## config.mk

```make
export PLATFORM = sky130hd
export DESIGN_NAME = mpa_pointer_unit
export DESIGN_NICKNAME = d
export VERILOG_FILES = /design/src/mpa_pkg.sv /design/src/mpa_sram_if.sv /design/src/mpa_sram_mem.sv /design/src/mpa_pointer_unit.sv
export SDC_FILE = /design/constraint.sdc
export NUM_CORES = 2
export LEC_CHECK = 0
export BUFFER_PORTS_ARGS = -buffer_cell sky130_fd_sc_hd__buf_4
export CORE_UTILIZATION = 40
export CTS_CLUSTER_SIZE = 16
export DETAILED_ROUTE_END_ITERATION = 8
export SLEW_MARGIN = 0
export SYNTH_ARGS = -nofsm -noshare
export SYNTH_HDL_FRONTEND = slang
export SYNTH_SLANG_ARGS = --single-unit
```

## constraint.sdc

```tcl
create_clock -name clock -period 8.75 [get_ports clock]
set_clock_uncertainty 0.2 [all_clocks]
set_input_delay 0.875 -clock clock [delete_from_list [all_inputs] [get_ports clock]]
set_output_delay 0.875 -clock clock [all_outputs]
set_load 0.02 [all_outputs]
```

## src/mpa_pkg.sv

```systemverilog
// ============================================================
// Shared constants and types for the memory pointer block
package mpa_pkg;

  // ============================================================
  // Program space
  localparam logic [15:0] MPA_IP_RESET       = 16'h8000;  // First boot ROM word
  localparam logic [15:0] MPA_USER_START     = 16'h0000;  // User code entry
  localparam logic [3:0]  MPA_ROM_NIBBLE     = 4'h8;      // Boot ROM 8000h..8FFFh
  localparam int          MPA_ROM_WORDS      = 4096;      // 4k x 16 boot ROM
  localparam logic [15:0] MPA_STEP_UP        = 16'h0001;  // Add one
  localparam logic [15:0] MPA_STEP_DOWN      = 16'hFFFF;  // Subtract one, modulo 2^16

  // ============================================================
  // Program flash page layout (256 pages of 32 words)
  localparam int MPA_PFLASH_PAGES      = 256;
  localparam int MPA_PFLASH_PAGE_WORDS = 32;
  localparam int MPA_PFLASH_PAGE_LSB   = 5;
  localparam int MPA_PFLASH_PAGE_MSB   = 12;
  localparam int MPA_PFLASH_ERASE_PAGES = 2;  // Erase clears a pair of pages

  // ============================================================
  // Data space
  localparam int          MPA_SRAM_WORDS       = 256;       // 256 x 16 data SRAM
  localparam logic [15:0] MPA_SRAM_BASE        = 16'h0000;
  localparam logic [15:0] MPA_DEBUG_FIRST_BYTE = 16'h01ED;  // Kept free for debug
  localparam logic [15:0] MPA_DEBUG_LAST_BYTE  = 16'h01FF;
  localparam logic [15:0] MPA_DFLASH_BASE      = 16'h4000;
  localparam logic [15:0] MPA_DFLASH_LAST      = 16'h407F;  // Regular mode
  localparam logic [15:0] MPA_DFLASH_LAST_EVEN = 16'h407E;  // Even mode
  localparam int          MPA_DFLASH_PAGES     = 128;
  localparam int          MPA_DFLASH_PAGES_EVEN = 64;

  // ============================================================
  // Timing in clock cycles (200 MHz)
  localparam int MPA_READ_LATENCY = 2;  // Request edge to rdValid

  // ============================================================
  // Pointer selection for an indirect access
  typedef enum logic [1:0] {
    MPA_SRC_DP0,
    MPA_SRC_DP1,
    MPA_SRC_FRAME
  } mpa_src_t;

  // Automatic modification of the pointer
  typedef enum logic [1:0] {
    MPA_MOD_NONE,
    MPA_MOD_INC,
    MPA_MOD_DEC
  } mpa_mod_t;

  // Direct software load of a pointer register
  typedef enum logic [2:0] {
    MPA_LOAD_NONE,
    MPA_LOAD_DP0,
    MPA_LOAD_DP1,
    MPA_LOAD_BASE,
    MPA_LOAD_DISP
  } mpa_load_t;

endpackage

```

## src/mpa_sram_if.sv

```systemverilog
`timescale 1ns/1ps
`default_nettype none
// ============================================================
// Port between the address logic and the data SRAM
interface mpa_sram_if #(parameter int AW = 8);
  logic          en;     // Access this cycle
  logic          we;     // Write when set
  logic [1:0]    be;     // Byte lanes
  logic [AW-1:0] addr;   // Word index
  logic [15:0]   wdata;  // Write word
  logic [15:0]   rdata;  // Registered read word
  modport ctrl (output en, output we, output be, output addr, output wdata, input rdata);
  modport mem  (input en, input we, input be, input addr, input wdata, output rdata);
endinterface
`default_nettype wire

```

## src/mpa_sram_mem.sv

```systemverilog
`timescale 1ns/1ps
`default_nettype none
// ============================================================
// Data SRAM, one clock per access, byte lanes
module mpa_sram_mem
  import mpa_pkg::*;
#(
  parameter int DEPTH = 256,
  parameter int AW    = 8
)(
  input wire logic clock,
  mpa_sram_if.mem  port
);

  logic [15:0] store [DEPTH];  // Array has no reset so it survives warm resets

  // ============================================================
  // Single-period read or write; contents kept through any reset
  always_ff @(posedge clock)
  begin
    if (port.en)
    begin
      if (port.we)
      begin
        if (port.be[0])
          store[port.addr][7:0] <= port.wdata[7:0];  // Low lane
        if (port.be[1])
          store[port.addr][15:8] <= port.wdata[15:8];  // High lane
      end
      else
        port.rdata <= store[port.addr];
    end
  end

endmodule
`default_nettype wire

```

## src/mpa_pointer_unit.sv

```systemverilog
`timescale 1ns/1ps
`default_nettype none
// Behaviour
// - Program address sixteen bits, 64k words
// - Written pointer fetched on next cycle
// - Instruction pointer adds one per fetch
// - Reset loads instruction pointer with 8000h
// - 4k word boot ROM at 8000h
// - Loader request bit resets to zero
// - 256 word data SRAM from 0000h
// - SRAM kept across stop and warm resets
// - Pointer source reads, destination writes memory
// - Two data pointers with auto modify
// - Post modify on read, pre on write
// - Frame address is base plus displacement
// - Displacement modified before write, after read
// - Frame carry never reaches the base
// - SRAM access in one clock period
// - Word or byte data accesses
// - Mapped flash readable, never written here
// - Program flash in 256 pages of 32
// - Regular data flash pages 4000h to 407Fh
// - Even mode pages at even 4000h to 407Eh
module mpa_pointer_unit
  import mpa_pkg::*;
#(
  parameter int DISP_WIDTH = 8,               // Frame displacement width
  parameter int SRAM_WORDS = MPA_SRAM_WORDS,  // Data SRAM depth
  parameter int SRAM_AW    = $clog2(SRAM_WORDS)
)(
  input  wire logic                  clock,
  input  wire logic                  reset_n,
  input  wire logic                  stopMode,
  input  wire logic                  fetchEn,
  input  wire logic                  ipWrite,
  input  wire logic [15:0]           ipWriteData,
  input  wire logic                  loaderSet,
  input  wire logic                  loaderClear,
  input  wire mpa_load_t             loadSel,
  input  wire logic [15:0]           loadData,
  input  wire logic                  accValid,
  input  wire logic                  accWrite,
  input  wire logic                  accByte,
  input  wire mpa_src_t              accSrc,
  input  wire mpa_mod_t              accMod,
  input  wire logic [15:0]           accWriteData,
  input  wire logic                  evenMode,
  input  wire logic [15:0]           flashReadData,
  output logic [15:0]                programAddress,
  output logic                       bootRomSelect,
  output logic [7:0]                 flashPage,
  output logic                       bootLoaderRequestBit,
  output logic [15:0]                dataPointer0,
  output logic [15:0]                dataPointer1,
  output logic [15:0]                frameBase,
  output logic [DISP_WIDTH-1:0]      frameDisplacement,
  output logic                       flashReadEn,
  output logic [15:0]                flashReadAddr,
  output logic                       rdValid,
  output logic [15:0]                rdData
);

  // ============================================================
  // Internal signals
  mpa_sram_if #(.AW(SRAM_AW)) sramPort ();     // Link to the data SRAM

  logic [15:0]           next_programAddress;  // Address of the next fetch
  logic [15:0]           step;                 // Plus or minus one
  logic                  modify;               // Access changes its pointer
  logic [15:0]           dpSelected;           // Chosen data pointer
  logic [15:0]           dpStepped;            // Chosen pointer after a step
  logic [DISP_WIDTH-1:0] dispStepped;          // Displacement after a step
  logic [15:0]           effAddr;              // Address the access uses
  logic [15:0]           wordIdx;              // Word index in data space
  logic                  lane;                 // High byte selected
  logic                  hitSram;              // Address lands in SRAM
  logic                  hitFlash;             // Address lands in data flash
  logic                  pendRead;             // Read in flight, stage one
  logic                  pendSram;             // In-flight read came from SRAM
  logic                  pendLane;             // In-flight byte lane
  logic                  pendByte;             // In-flight read is a byte
  logic [15:0]           rawWord;              // Word before byte alignment

  // ============================================================
  // Instruction pointer
  // Write wins over the increment so the next fetch uses the new address
  always_comb
  begin
    if (ipWrite)
      next_programAddress = ipWriteData;
    else if (fetchEn)
      next_programAddress = 16'(programAddress + MPA_STEP_UP);
    else
      next_programAddress = programAddress;
  end

  // Sixteen-bit pointer over a linear 64k word space
  always_ff @(posedge clock or negedge reset_n)
  begin
    if (!reset_n)
      programAddress <= MPA_IP_RESET;
    else
      programAddress <= next_programAddress;
  end

  // Region flags follow the pointer so they never lag a fetch
  always_ff @(posedge clock or negedge reset_n)
  begin
    if (!reset_n)
    begin
      bootRomSelect <= 1'b1;
      flashPage     <= MPA_IP_RESET[MPA_PFLASH_PAGE_MSB:MPA_PFLASH_PAGE_LSB];
    end
    else
    begin
      // Boot ROM occupies 8000h..8FFFh
      bootRomSelect <= (next_programAddress[15:12] == MPA_ROM_NIBBLE);
      // Page of 32 words inside the program flash
      flashPage     <= next_programAddress[MPA_PFLASH_PAGE_MSB:MPA_PFLASH_PAGE_LSB];
    end
  end

  // ============================================================
  // Boot loader request bit
  // Set beats clear so a request that meets a clear is not lost
  always_ff @(posedge clock or negedge reset_n)
  begin
    if (!reset_n)
      bootLoaderRequestBit <= 1'b0;
    else if (loaderSet)
      bootLoaderRequestBit <= 1'b1;  // Test port request
    else if (loaderClear)
      bootLoaderRequestBit <= 1'b0;  // Loader done
  end

  // ============================================================
  // Address generation
  always_comb
  begin
    step   = (accMod == MPA_MOD_DEC) ? MPA_STEP_DOWN : MPA_STEP_UP;
    modify = accValid && (accMod != MPA_MOD_NONE);
    // Pick one of the two data pointers
    dpSelected = (accSrc == MPA_SRC_DP1) ? dataPointer1 : dataPointer0;
    // Wraps modulo 2^16, no flag
    dpStepped   = 16'(dpSelected + step);
    // Only the displacement moves; carry is dropped here
    dispStepped = DISP_WIDTH'(frameDisplacement + step[DISP_WIDTH-1:0]);
    if (accSrc == MPA_SRC_FRAME)
    begin
      // Pre-modify for writes, old value for reads
      effAddr = 16'(frameBase + 16'((accWrite && modify) ? dispStepped
                                                        : frameDisplacement));
    end
    else
      effAddr = (accWrite && modify) ? dpStepped : dpSelected;
    // Byte accesses resolve a byte address to word and lane
    wordIdx = accByte ? {1'b0, effAddr[15:1]} : effAddr;
    lane    = accByte && effAddr[0];
    hitSram = (wordIdx[15:SRAM_AW] == '0);
    // Flash window; even mode skips odd words
    hitFlash = (wordIdx >= MPA_DFLASH_BASE) && (wordIdx <= MPA_DFLASH_LAST)
               && !(evenMode && wordIdx[0]);
  end

  // ============================================================
  // SRAM request, driven in the request cycle
  // Stop mode blocks all strobes, keeping contents intact
  always_comb
  begin
    sramPort.en    = accValid && hitSram && !stopMode;
    sramPort.we    = accWrite;                          // Destination stores
    sramPort.be    = accByte ? (lane ? 2'b10 : 2'b01) : 2'b11;
    sramPort.addr  = wordIdx[SRAM_AW-1:0];
    sramPort.wdata = accByte ? {2{accWriteData[7:0]}} : accWriteData;
  end

  mpa_sram_mem #(
    .DEPTH (SRAM_WORDS),
    .AW    (SRAM_AW)
  ) u_sram (
    .clock (clock),
    .port  (sramPort)
  );

  // ============================================================
  // Data pointers: access modification first, direct load wins
  always_ff @(posedge clock or negedge reset_n)
  begin
    if (!reset_n)
    begin
      dataPointer0 <= 16'h0000;
      dataPointer1 <= 16'h0000;
    end
    else
    begin
      // Post step after a read, pre step before a write
      if (modify && accSrc == MPA_SRC_DP0)
        dataPointer0 <= dpStepped;
      if (modify && accSrc == MPA_SRC_DP1)
        dataPointer1 <= dpStepped;
      if (loadSel == MPA_LOAD_DP0)
        dataPointer0 <= loadData;
      if (loadSel == MPA_LOAD_DP1)
        dataPointer1 <= loadData;
    end
  end

  // Frame pointer registers; base only ever changes by a load
  always_ff @(posedge clock or negedge reset_n)
  begin
    if (!reset_n)
    begin
      frameBase         <= 16'h0000;
      frameDisplacement <= '0;
    end
    else
    begin
      if (modify && accSrc == MPA_SRC_FRAME)
        frameDisplacement <= dispStepped;
      if (loadSel == MPA_LOAD_BASE)
        frameBase <= loadData;
      if (loadSel == MPA_LOAD_DISP)
        frameDisplacement <= loadData[DISP_WIDTH-1:0];
    end
  end

  // ============================================================
  // Read pipeline, stage one: SRAM word and flash address
  // Flash writes are dropped: only the boot ROM may program it
  always_ff @(posedge clock or negedge reset_n)
  begin
    if (!reset_n)
    begin
      pendRead      <= 1'b0;
      pendSram      <= 1'b0;
      pendLane      <= 1'b0;
      pendByte      <= 1'b0;
      flashReadEn   <= 1'b0;
      flashReadAddr <= MPA_DFLASH_BASE;
    end
    else
    begin
      pendRead    <= accValid && !accWrite;
      pendSram    <= accValid && !accWrite && hitSram && !stopMode;
      pendLane    <= lane;
      pendByte    <= accByte;
      flashReadEn <= accValid && !accWrite && hitFlash;
      if (accValid && !accWrite && hitFlash)
        flashReadAddr <= wordIdx;
    end
  end

  // Unmapped and blocked reads return zero
  always_comb
  begin
    if (pendSram)
      rawWord = sramPort.rdata;
    else if (flashReadEn)
      rawWord = flashReadData;
    else
      rawWord = 16'h0000;
  end

  // Stage two: align the byte and present the result
  always_ff @(posedge clock or negedge reset_n)
  begin
    if (!reset_n)
    begin
      rdValid <= 1'b0;
      rdData  <= 16'h0000;
    end
    else
    begin
      rdValid <= pendRead;
      if (pendRead)
        rdData <= pendByte ? {8'h00, (pendLane ? rawWord[15:8] : rawWord[7:0])}
                           : rawWord;
    end
  end
endmodule
`default_nettype wire

```

Word-level counts from Yosys, hierarchy flattened
Memory sizes are Yosys's and may differ from the RTL's. A register that Yosys moved wholly into a read port is not among the register bits.
Index checks and enable logic that the tools add are counted.
{"block": "word_totals", "n_memories": 1, "word_cells": 91, "ram_bits": 4096, "output_inout_bits": 116, "mem_bits_ro": 0, "inputBits": 82, "regBits": 120, "latchBits": 0}
{"name": "u_sram.store", "words": 256, "word_bits": 16, "rd": 1, "rd_ports_with_merged_regs": 1, "wr": 1, "line": "mpa_sram_mem.sv:15", "rtl": "logic [15:0] store [DEPTH];"}
{"block": "op_classes", "div": 0, "add_sub_neg": 4, "n_lt_le_gt_ge": 2, "n_reduce_logical": 27, "bitwise_logic": 1, "multipliers": 0, "n_eq_ne": 8, "n_mux": 31, "n_shift": 0}
{"cell": "2-to-1 mux 16 bit", "n": 15}
{"cell": "2-to-1 mux 8 bit", "n": 4}
{"cell": "adder 16 x 1 -> 16 bit (second input constant)", "n": 1}
{"cell": "adder 16 bit", "n": 1}
{"cell": "adder 16 x 8 -> 16 bit", "n": 1}
{"cell": ">= comparator 16 x 15 -> 1 bit (second input constant)", "n": 1}
{"cell": "less-or-equal comparator 16 x 15 -> 1 bit (second input constant)", "n": 1}
{"cell": "logical AND 1 bit", "n": 15}
{"cell": "nonzero test 2 bit", "n": 6}
{"cell": "2-to-1 mux 1 bit", "n": 10}
{"cell": "adder 8 bit", "n": 1}
{"cell": "zero test 8 bit", "n": 1}
{"cell": "== test 3 x 2 -> 1 bit (second input constant)", "n": 2}
{"cell": "== test 2 bit (second input constant)", "n": 2}
{"cell": "== test 4 bit (second input constant)", "n": 1}
{"cell": "2-to-1 mux 2 bit", "n": 2}
{"cell": "== test 3 x 1 -> 1 bit (second input constant)", "n": 1}
{"cell": "== test 3 bit (second input constant)", "n": 1}
{"cell": "zero test 1 bit", "n": 3}
{"cell": "== test 2 x 1 -> 1 bit (second input constant)", "n": 1}
{"cell": "zero test 2 bit", "n": 1}
{"cell": "AND reduction 2 bit", "n": 1}
{"cell": "inverter 1 bit", "n": 1}

Logic depth before layout (Yosys ltp)
{"block": "depth", "word_depth": 13, "depth_mapped": 28, "depth_no_buf": 22}

By module
A second synthesis with hierarchy kept.
{"block": "unflattened", "hier_cells": 7962, "hier_area_um2": 164534.1}
{"module": "mpa_sram_mem", "cells_each": 7032, "area_per_inst_um2": 156641.5, "seq_area_each_um2": 123478.4, "n_inst": 1}
{"module": "mpa_pointer_unit", "cells_each": 930, "area_per_inst_um2": 7892.6, "seq_area_each_um2": 2806.4, "n_inst": 1}

Least setup slack after synthesis
No wires, ideal clock.
{"block": "synth_path", "kind": "input to register", "from": "in accMod[0]", "to": "reg u_sram.port.rdata[0], read port of u_sram.store, enable pin", "arrival_ns": 6.023, "t_required_ns": 8.141, "setup_ns": 0.409, "path_buffers": 3, "path_slack_ns": 2.118, "cell_stages": 23, "path_cell_list": "nand2b_1 -> clkbuf_1 -> clkbuf_1 -> buf_1 -> xnor2_1 -> ha_1 -> or3_1 -> a21oi_1 -> nor2_1 -> xnor2_1 -> nand2_1 -> xnor2_1 -> ha_1 -> o21a_1 -> o31a_1 -> o41a_1 -> or3_1 -> a21oi_1 -> nor3_1 -> a21oi_1 -> o21ai_0 -> nand3b_1 -> nor3_1"}
{"block": "synth_via", "elab_chain_cells": 11, "word_cells_on_any_way": 16, "classes_between": "add/sub (3); eq/ne (1); mux (5); reduce/logical (7)"}
{"item": "from (decl)", "line": "mpa_pointer_unit.sv:45", "rtl": "input wire mpa_mod_t accMod,"}
{"item": "== test 2 bit or nonzero test 2 bit (tied branches)", "line": "mpa_pointer_unit.sv:140, mpa_pointer_unit.sv:141"}
{"item": "2-to-1 mux 16 bit or logical AND 1 bit (tied branches)", "line": "mpa_pointer_unit.sv:140, mpa_pointer_unit.sv:141"}
{"item": "adder 8 bit or logical AND 1 bit (tied branches)", "line": "mpa_pointer_unit.sv:147, mpa_pointer_unit.sv:151, mpa_pointer_unit.sv:155"}
{"item": "2-to-1 mux 8 bit", "line": "mpa_pointer_unit.sv:151", "rtl": "effAddr = 16'(frameBase + 16'((accWrite && modify) ? dispStepped"}
{"item": "adder 16 x 8 -> 16 bit", "line": "mpa_pointer_unit.sv:151"}
{"item": "2-to-1 mux 16 bit (*)", "line": "mpa_pointer_unit.sv:148", "rtl": "if (accSrc == MPA_SRC_FRAME)"}
{"item": "2-to-1 mux 16 bit (*)", "line": "mpa_pointer_unit.sv:157", "rtl": "wordIdx = accByte ? {1'b0, effAddr[15:1]} : effAddr;"}
{"item": "zero test 8 bit", "line": "mpa_pointer_unit.sv:159", "rtl": "hitSram = (wordIdx[15:SRAM_AW] == '0);"}
{"item": "logical AND 1 bit (2 in series)", "line": "mpa_pointer_unit.sv:170", "rtl": "sramPort.en = accValid && hitSram && !stopMode;"}
{"item": "AND reduction 2 bit (no source line)"}
{"item": "to (decl)", "line": "mpa_sram_if.sv:13", "rtl": "modport mem (input en, input we, input be, input addr, input wdata, output rdata);"}
Mark *: on every way between the ends. The rest lies on a longest branch, timed or not.
A chain may end at the register's enable or synchronous reset.

Final worst setup path
{"block": "layout_path", "from": "reg frameDisplacement[1]", "to": "reg u_sram.port.rdata[3], read port of u_sram.store (data pin)"}
{"block": "layout_via", "elab_chain_cells": 9}
{"item": "from (decl)", "line": "mpa_pointer_unit.sv:56", "rtl": "output logic [DISP_WIDTH-1:0] frameDisplacement,"}
{"item": "from (signal assigned)", "line": "mpa_pointer_unit.sv:219", "rtl": "frameDisplacement <= dispStepped;"}
{"item": "from (signal assigned)", "line": "mpa_pointer_unit.sv:223", "rtl": "frameDisplacement <= loadData[DISP_WIDTH-1:0];"}
{"item": "adder 8 bit", "line": "mpa_pointer_unit.sv:147", "rtl": "dispStepped = DISP_WIDTH'(frameDisplacement + step[DISP_WIDTH-1:0]);"}
{"item": "2-to-1 mux 8 bit (*)", "line": "mpa_pointer_unit.sv:151"}
{"item": "adder 16 x 8 -> 16 bit (*)", "line": "mpa_pointer_unit.sv:151"}
{"item": "2-to-1 mux 16 bit (*)", "line": "mpa_pointer_unit.sv:148"}
{"item": "2-to-1 mux 16 bit (*)", "line": "mpa_pointer_unit.sv:157"}
{"item": "zero test 8 bit", "line": "mpa_pointer_unit.sv:159"}
{"item": "logical AND 1 bit (2 in series)", "line": "mpa_pointer_unit.sv:170"}
{"item": "AND reduction 2 bit (no source line)"}
Marks and branches as above.

==> results_dict.tcl <==
set metrics [dict create \
    status "complete, no violations" \
    ant_nets 0 \
    antenna_found_initial 29 \
    drc 0 \
    crit_type "reg -> reg" \
    yosys.area_share.simple_pct 3.304 \
    holdPathEnd "rdData[13]" \
    r2r_end "u_sram.port.rdata[3]" \
    p_per_area_mw_per_mm2 273.1 \
    cap_violations 0 \
    ctsHtreeMaxLevel 5 \
    worstPathMaxFanout 36 \
    post_dp_cell_area_mm2 0.1755 \
    fin_crit_sh_pct 86.57 \
    synth_nets 8370 \
    dieArea_mm2 0.4160 \
    crit_top_cell "a21oi_1" \
    die_w_um 645.0 \
    cp_cell_sequence "xnor2_1 > ha_1 > nor3_1 > a21oi_1 > nor2_1 > xor2_1 > ha_1 > xor2_1 > nor2_1 > nor3_1 > a21oi_1 > a21boi_4 > buf_4 > buf_12 > buf_4 > mux4_2 > a22oi_1 > a21oi_1 > a2111oi_0 > nand4_1" \
    ios 198 \
    crit_path_end_kind "flip-flop" \
    cp-start-kind "flip-flop" \
    port_buffers 197 \
    worst_slew_pin_slew_ns 1.365 \
    seqPwrFrac_pct 43.6 \
    grt.total_usage_pct 21.98 \
    yosysWarnings 0 \
    syn2layout_area_growth_pct 14.59 \
    worstPathArrival_ns 8.05 \
    clock_sinks 4224 \
    nFillCells 34081 \
    vias_per_cell 5.951 \
    grt_start_max_net_pins 173 \
    fmaxAchievable_mhz 132.0 \
    rsz0062_at_grt "no" \
    slew_headroom_pct 8.689 \
    routed_wirelength_um 465000 \
    synth_top_family_by_area "multiplexers" \
    synth_flop_cell "edfxtp_1" \
    drive_above_1_share_pct 24.80 \
    post_cts_resized 0 \
    dpl.hpwl_um 291400 \
    rows 235 \
    clk-insertion-delay-late_ns 0.97 \
    netlist_instances 8274 \
    cts.clk_slew.worst_paths_ns 0.07 \
    vdd_drop_max_mv 0.1704 \
    fin_tns_setup_ns 0 \
    core_area_mm2 0.4105 \
    tritoncts "built" \
    fin_nets 8925 \
    setup_viol 0 \
    p_leak_nw 59.60 \
    final_common_cell "edfxtp_1" \
    min_period_ns 7.575 \
    critPathMaxStageDelay_ns 1.08 \
    cts_root_buf "clkbuf_16" \
    p_sw_mw 14.82 \
    vias 87129 \
    synth_seq_cells 4224 \
    die_h_um 645.0 \
    initial_core_util_pct 40.29 \
    async_reset_ff_share_pct 2.652 \
    dp.cells 13828 \
    stdcell_count 14640 \
    wl_per_cell_um 31.76 \
    p_comb_share_pct 21.7 \
    pwr-share-clk_pct 34.6 \
    p_int_mw 36.93 \
    syn_area_per_cell_um2 19.99 \
    synth-edff-count 4112 \
    finalMaxSlewViolations 0 \
    synth_cell_type_count 85 \
    swShare_pct 28.64 \
    postLayoutCellArea_mm2 0.1895 \
    numCtsBuffers 413 \
    synth-xor-area-share_pct 0.2860 \
    r2r-start "frameDisplacement[1]" \
    drt_first_iter_violations 12156 \
    synth_seq_area_share_pct 76.37 \
    hold_path_class "in -> reg" \
    min_path_cells 3 \
    reg2reg_slack_ns 1.18 \
    synth_mux_area_share_pct 13.97 \
    grt_pass1_wl_um 660500 \
    crit_required_ns 9.23 \
    grt_pass1_vias 86554 \
    synth_fa_ha_area_share_pct 0.1105 \
    min_from "flashReadData[13]" \
    most-common-layout-cells "4112 x edfxtp_1, 944 x mux4_2, 590 x nor2_1, 575 x buf_4, 421 x clkbuf_16" \
    place_congestion 0.8920 \
    netlist_area_mm2 0.1654 \
    overflow 0 \
    drtPass1Iterations 6 \
    synth_compound_area_share_pct 4.311 \
    r2r_cells 20 \
    cp_slowest_cell "a2111oi_0" \
    final_hold_viol_count 0 \
    cts_max_path_buffers 4 \
]
[registers in the layout, indices dropped and copies added (netlist names), 7 cells and up]
signal	cells
u_sram.port.rdata	16
frameBase	16
programAddress	9
u_sram.store	4096
flashPage	7
frameDisplacement	8
flashReadAddr	16
dataPointer0	16
dataPointer1	16
rdData	16
[layer usage]
layer	part of all wire [%]	vias to the layer above	global-route usage, %
met4	3.2	20	6.496
li1	-	35331	-
met5	0.028	-	0
met2	45	4964	33.50
met3	11	738	5.360
met1	40	46076	31.41
[repair_timing]
action | in CTS | in global routing
setup buffers | 0 | 0
hold endpoints to repair | 117 | 0
hold buffers | 36 | 0
[cell usage after synthesis, drive strengths merged, types with 15 or more instances]
cell type / count / area [µm²]
edfxtp: 4112 / 123500
mux4: 944 / 21260
nor2: 590 / 2215
nand2: 421 / 1583
buf: 374 / 2022
a22oi: 325 / 2440
a21oi: 174 / 870.8
clkbuf: 167 / 626.9
mux2i: 126 / 1261
o21ai: 113 / 569.3
dfrtp: 109 / 2728
a221oi: 99 / 873.3
a22o: 95 / 832.1
nand3: 93 / 465.5
mux2: 51 / 578.1
o22ai: 48 / 300.3
nor3: 32 / 165.2
xnor2: 30 / 262.8
and3: 27 / 168.9
a31oi: 24 / 150.1
xor2: 24 / 210.2
inv: 21 / 78.83
nor4: 20 / 131.4
nand4: 19 / 118.9
and2: 18 / 112.6
a211oi: 17 / 127.6
or3: 17 / 106.4
o31ai: 15 / 112.6
[critical path: cells and delay by family (launching register included)]
kind	cells	cell delay, ns
AOI/OAI and AO/OA	6	3.42
xor gates and xnor gates	3	0.58
adders and majority gates	2	0.54
buffers and inverters	3	0.93
DFF	1	0.51
muxes	1	0.37
and+or+nand+nor	5	0.65
[power by group through the flow]
| stage | Sequential [mW] | Combinational [mW] | Clock (mW) |
|---|---|---|---|
| floorplan | 23.1 | 6.46 | 0 |
| global placement | 23.0 | 11.1 | 0 |
| detailed placement | 23.0 | 11.2 | 0 |
| CTS | 22.6 | 11.2 | 18.1 |
| global route | 22.6 | 11.7 | 18.9 |
| finish | 22.6 | 11.2 | 17.9 |
[area by class of cell]
class                           instances  area, µm²  area share, %
Sequential cell                      4224     126300          66.65
Multi-Input combinational cell       3488      36680          19.36
Clock buffer                          494      10810          5.705
Tap cell                             5451       6820          3.599
Timing Repair Buffer                  681       6008          3.171
Clock inverter                        267       2761          1.457
Inverter                               21      78.83        0.04160
Antenna cell                           14      35.03        0.01849
[logic make-up (layout without fill, tap and decap cells)]
kind of cell,Yosys count,after routing
buffers and inverters,562,1463
DFF,4224,4224
adders and majority gates,14,14
muxes,1121,1121
other,0,14
AOI/OAI and AO/OA,1009,1009
xor gates and xnor gates,54,54
and+or+nand+nor,1290,1290
[worst max path at each step]
stage / start / end / slack [ns] / depth (start not counted)
final: frameDisplacement[1] / u_sram.port.rdata[3] / 1.18 / 20
after global routing: frameDisplacement[1] / u_sram.store[71][11] / 1.24 / 20
after CTS: frameDisplacement[1] / u_sram.port.rdata[5] / 1.49 / 20
after detailed placement: accMod[0] / u_sram.port.rdata[5] / 0.85 / 22
after global placement: accMod[0] / u_sram.port.rdata[0] / 0.64 / 24
after floorplan: accMod[0] / u_sram.port.rdata[0] / 2.12 / 23
[per-stage QoR]
step / worst slack, ns / utilization (%) / hold WS, ns / power (mW)
finish: 1.175 / 46.16 / 0.06562 / 51.75
global route: 1.244 / 46.16 / 0.05209 / 53.16
CTS: 1.494 / 46.15 / 0.001416 / 51.93
detailed placement: 0.8477 / 42.76 / 0.2794 / 34.19
global placement: 0.6428 / 42.75 / 0.2695 / 34.12
floorplan: 2.118 / - / 0.1519 / 29.52
No activity file was read; power rests on OpenSTA's default activity.
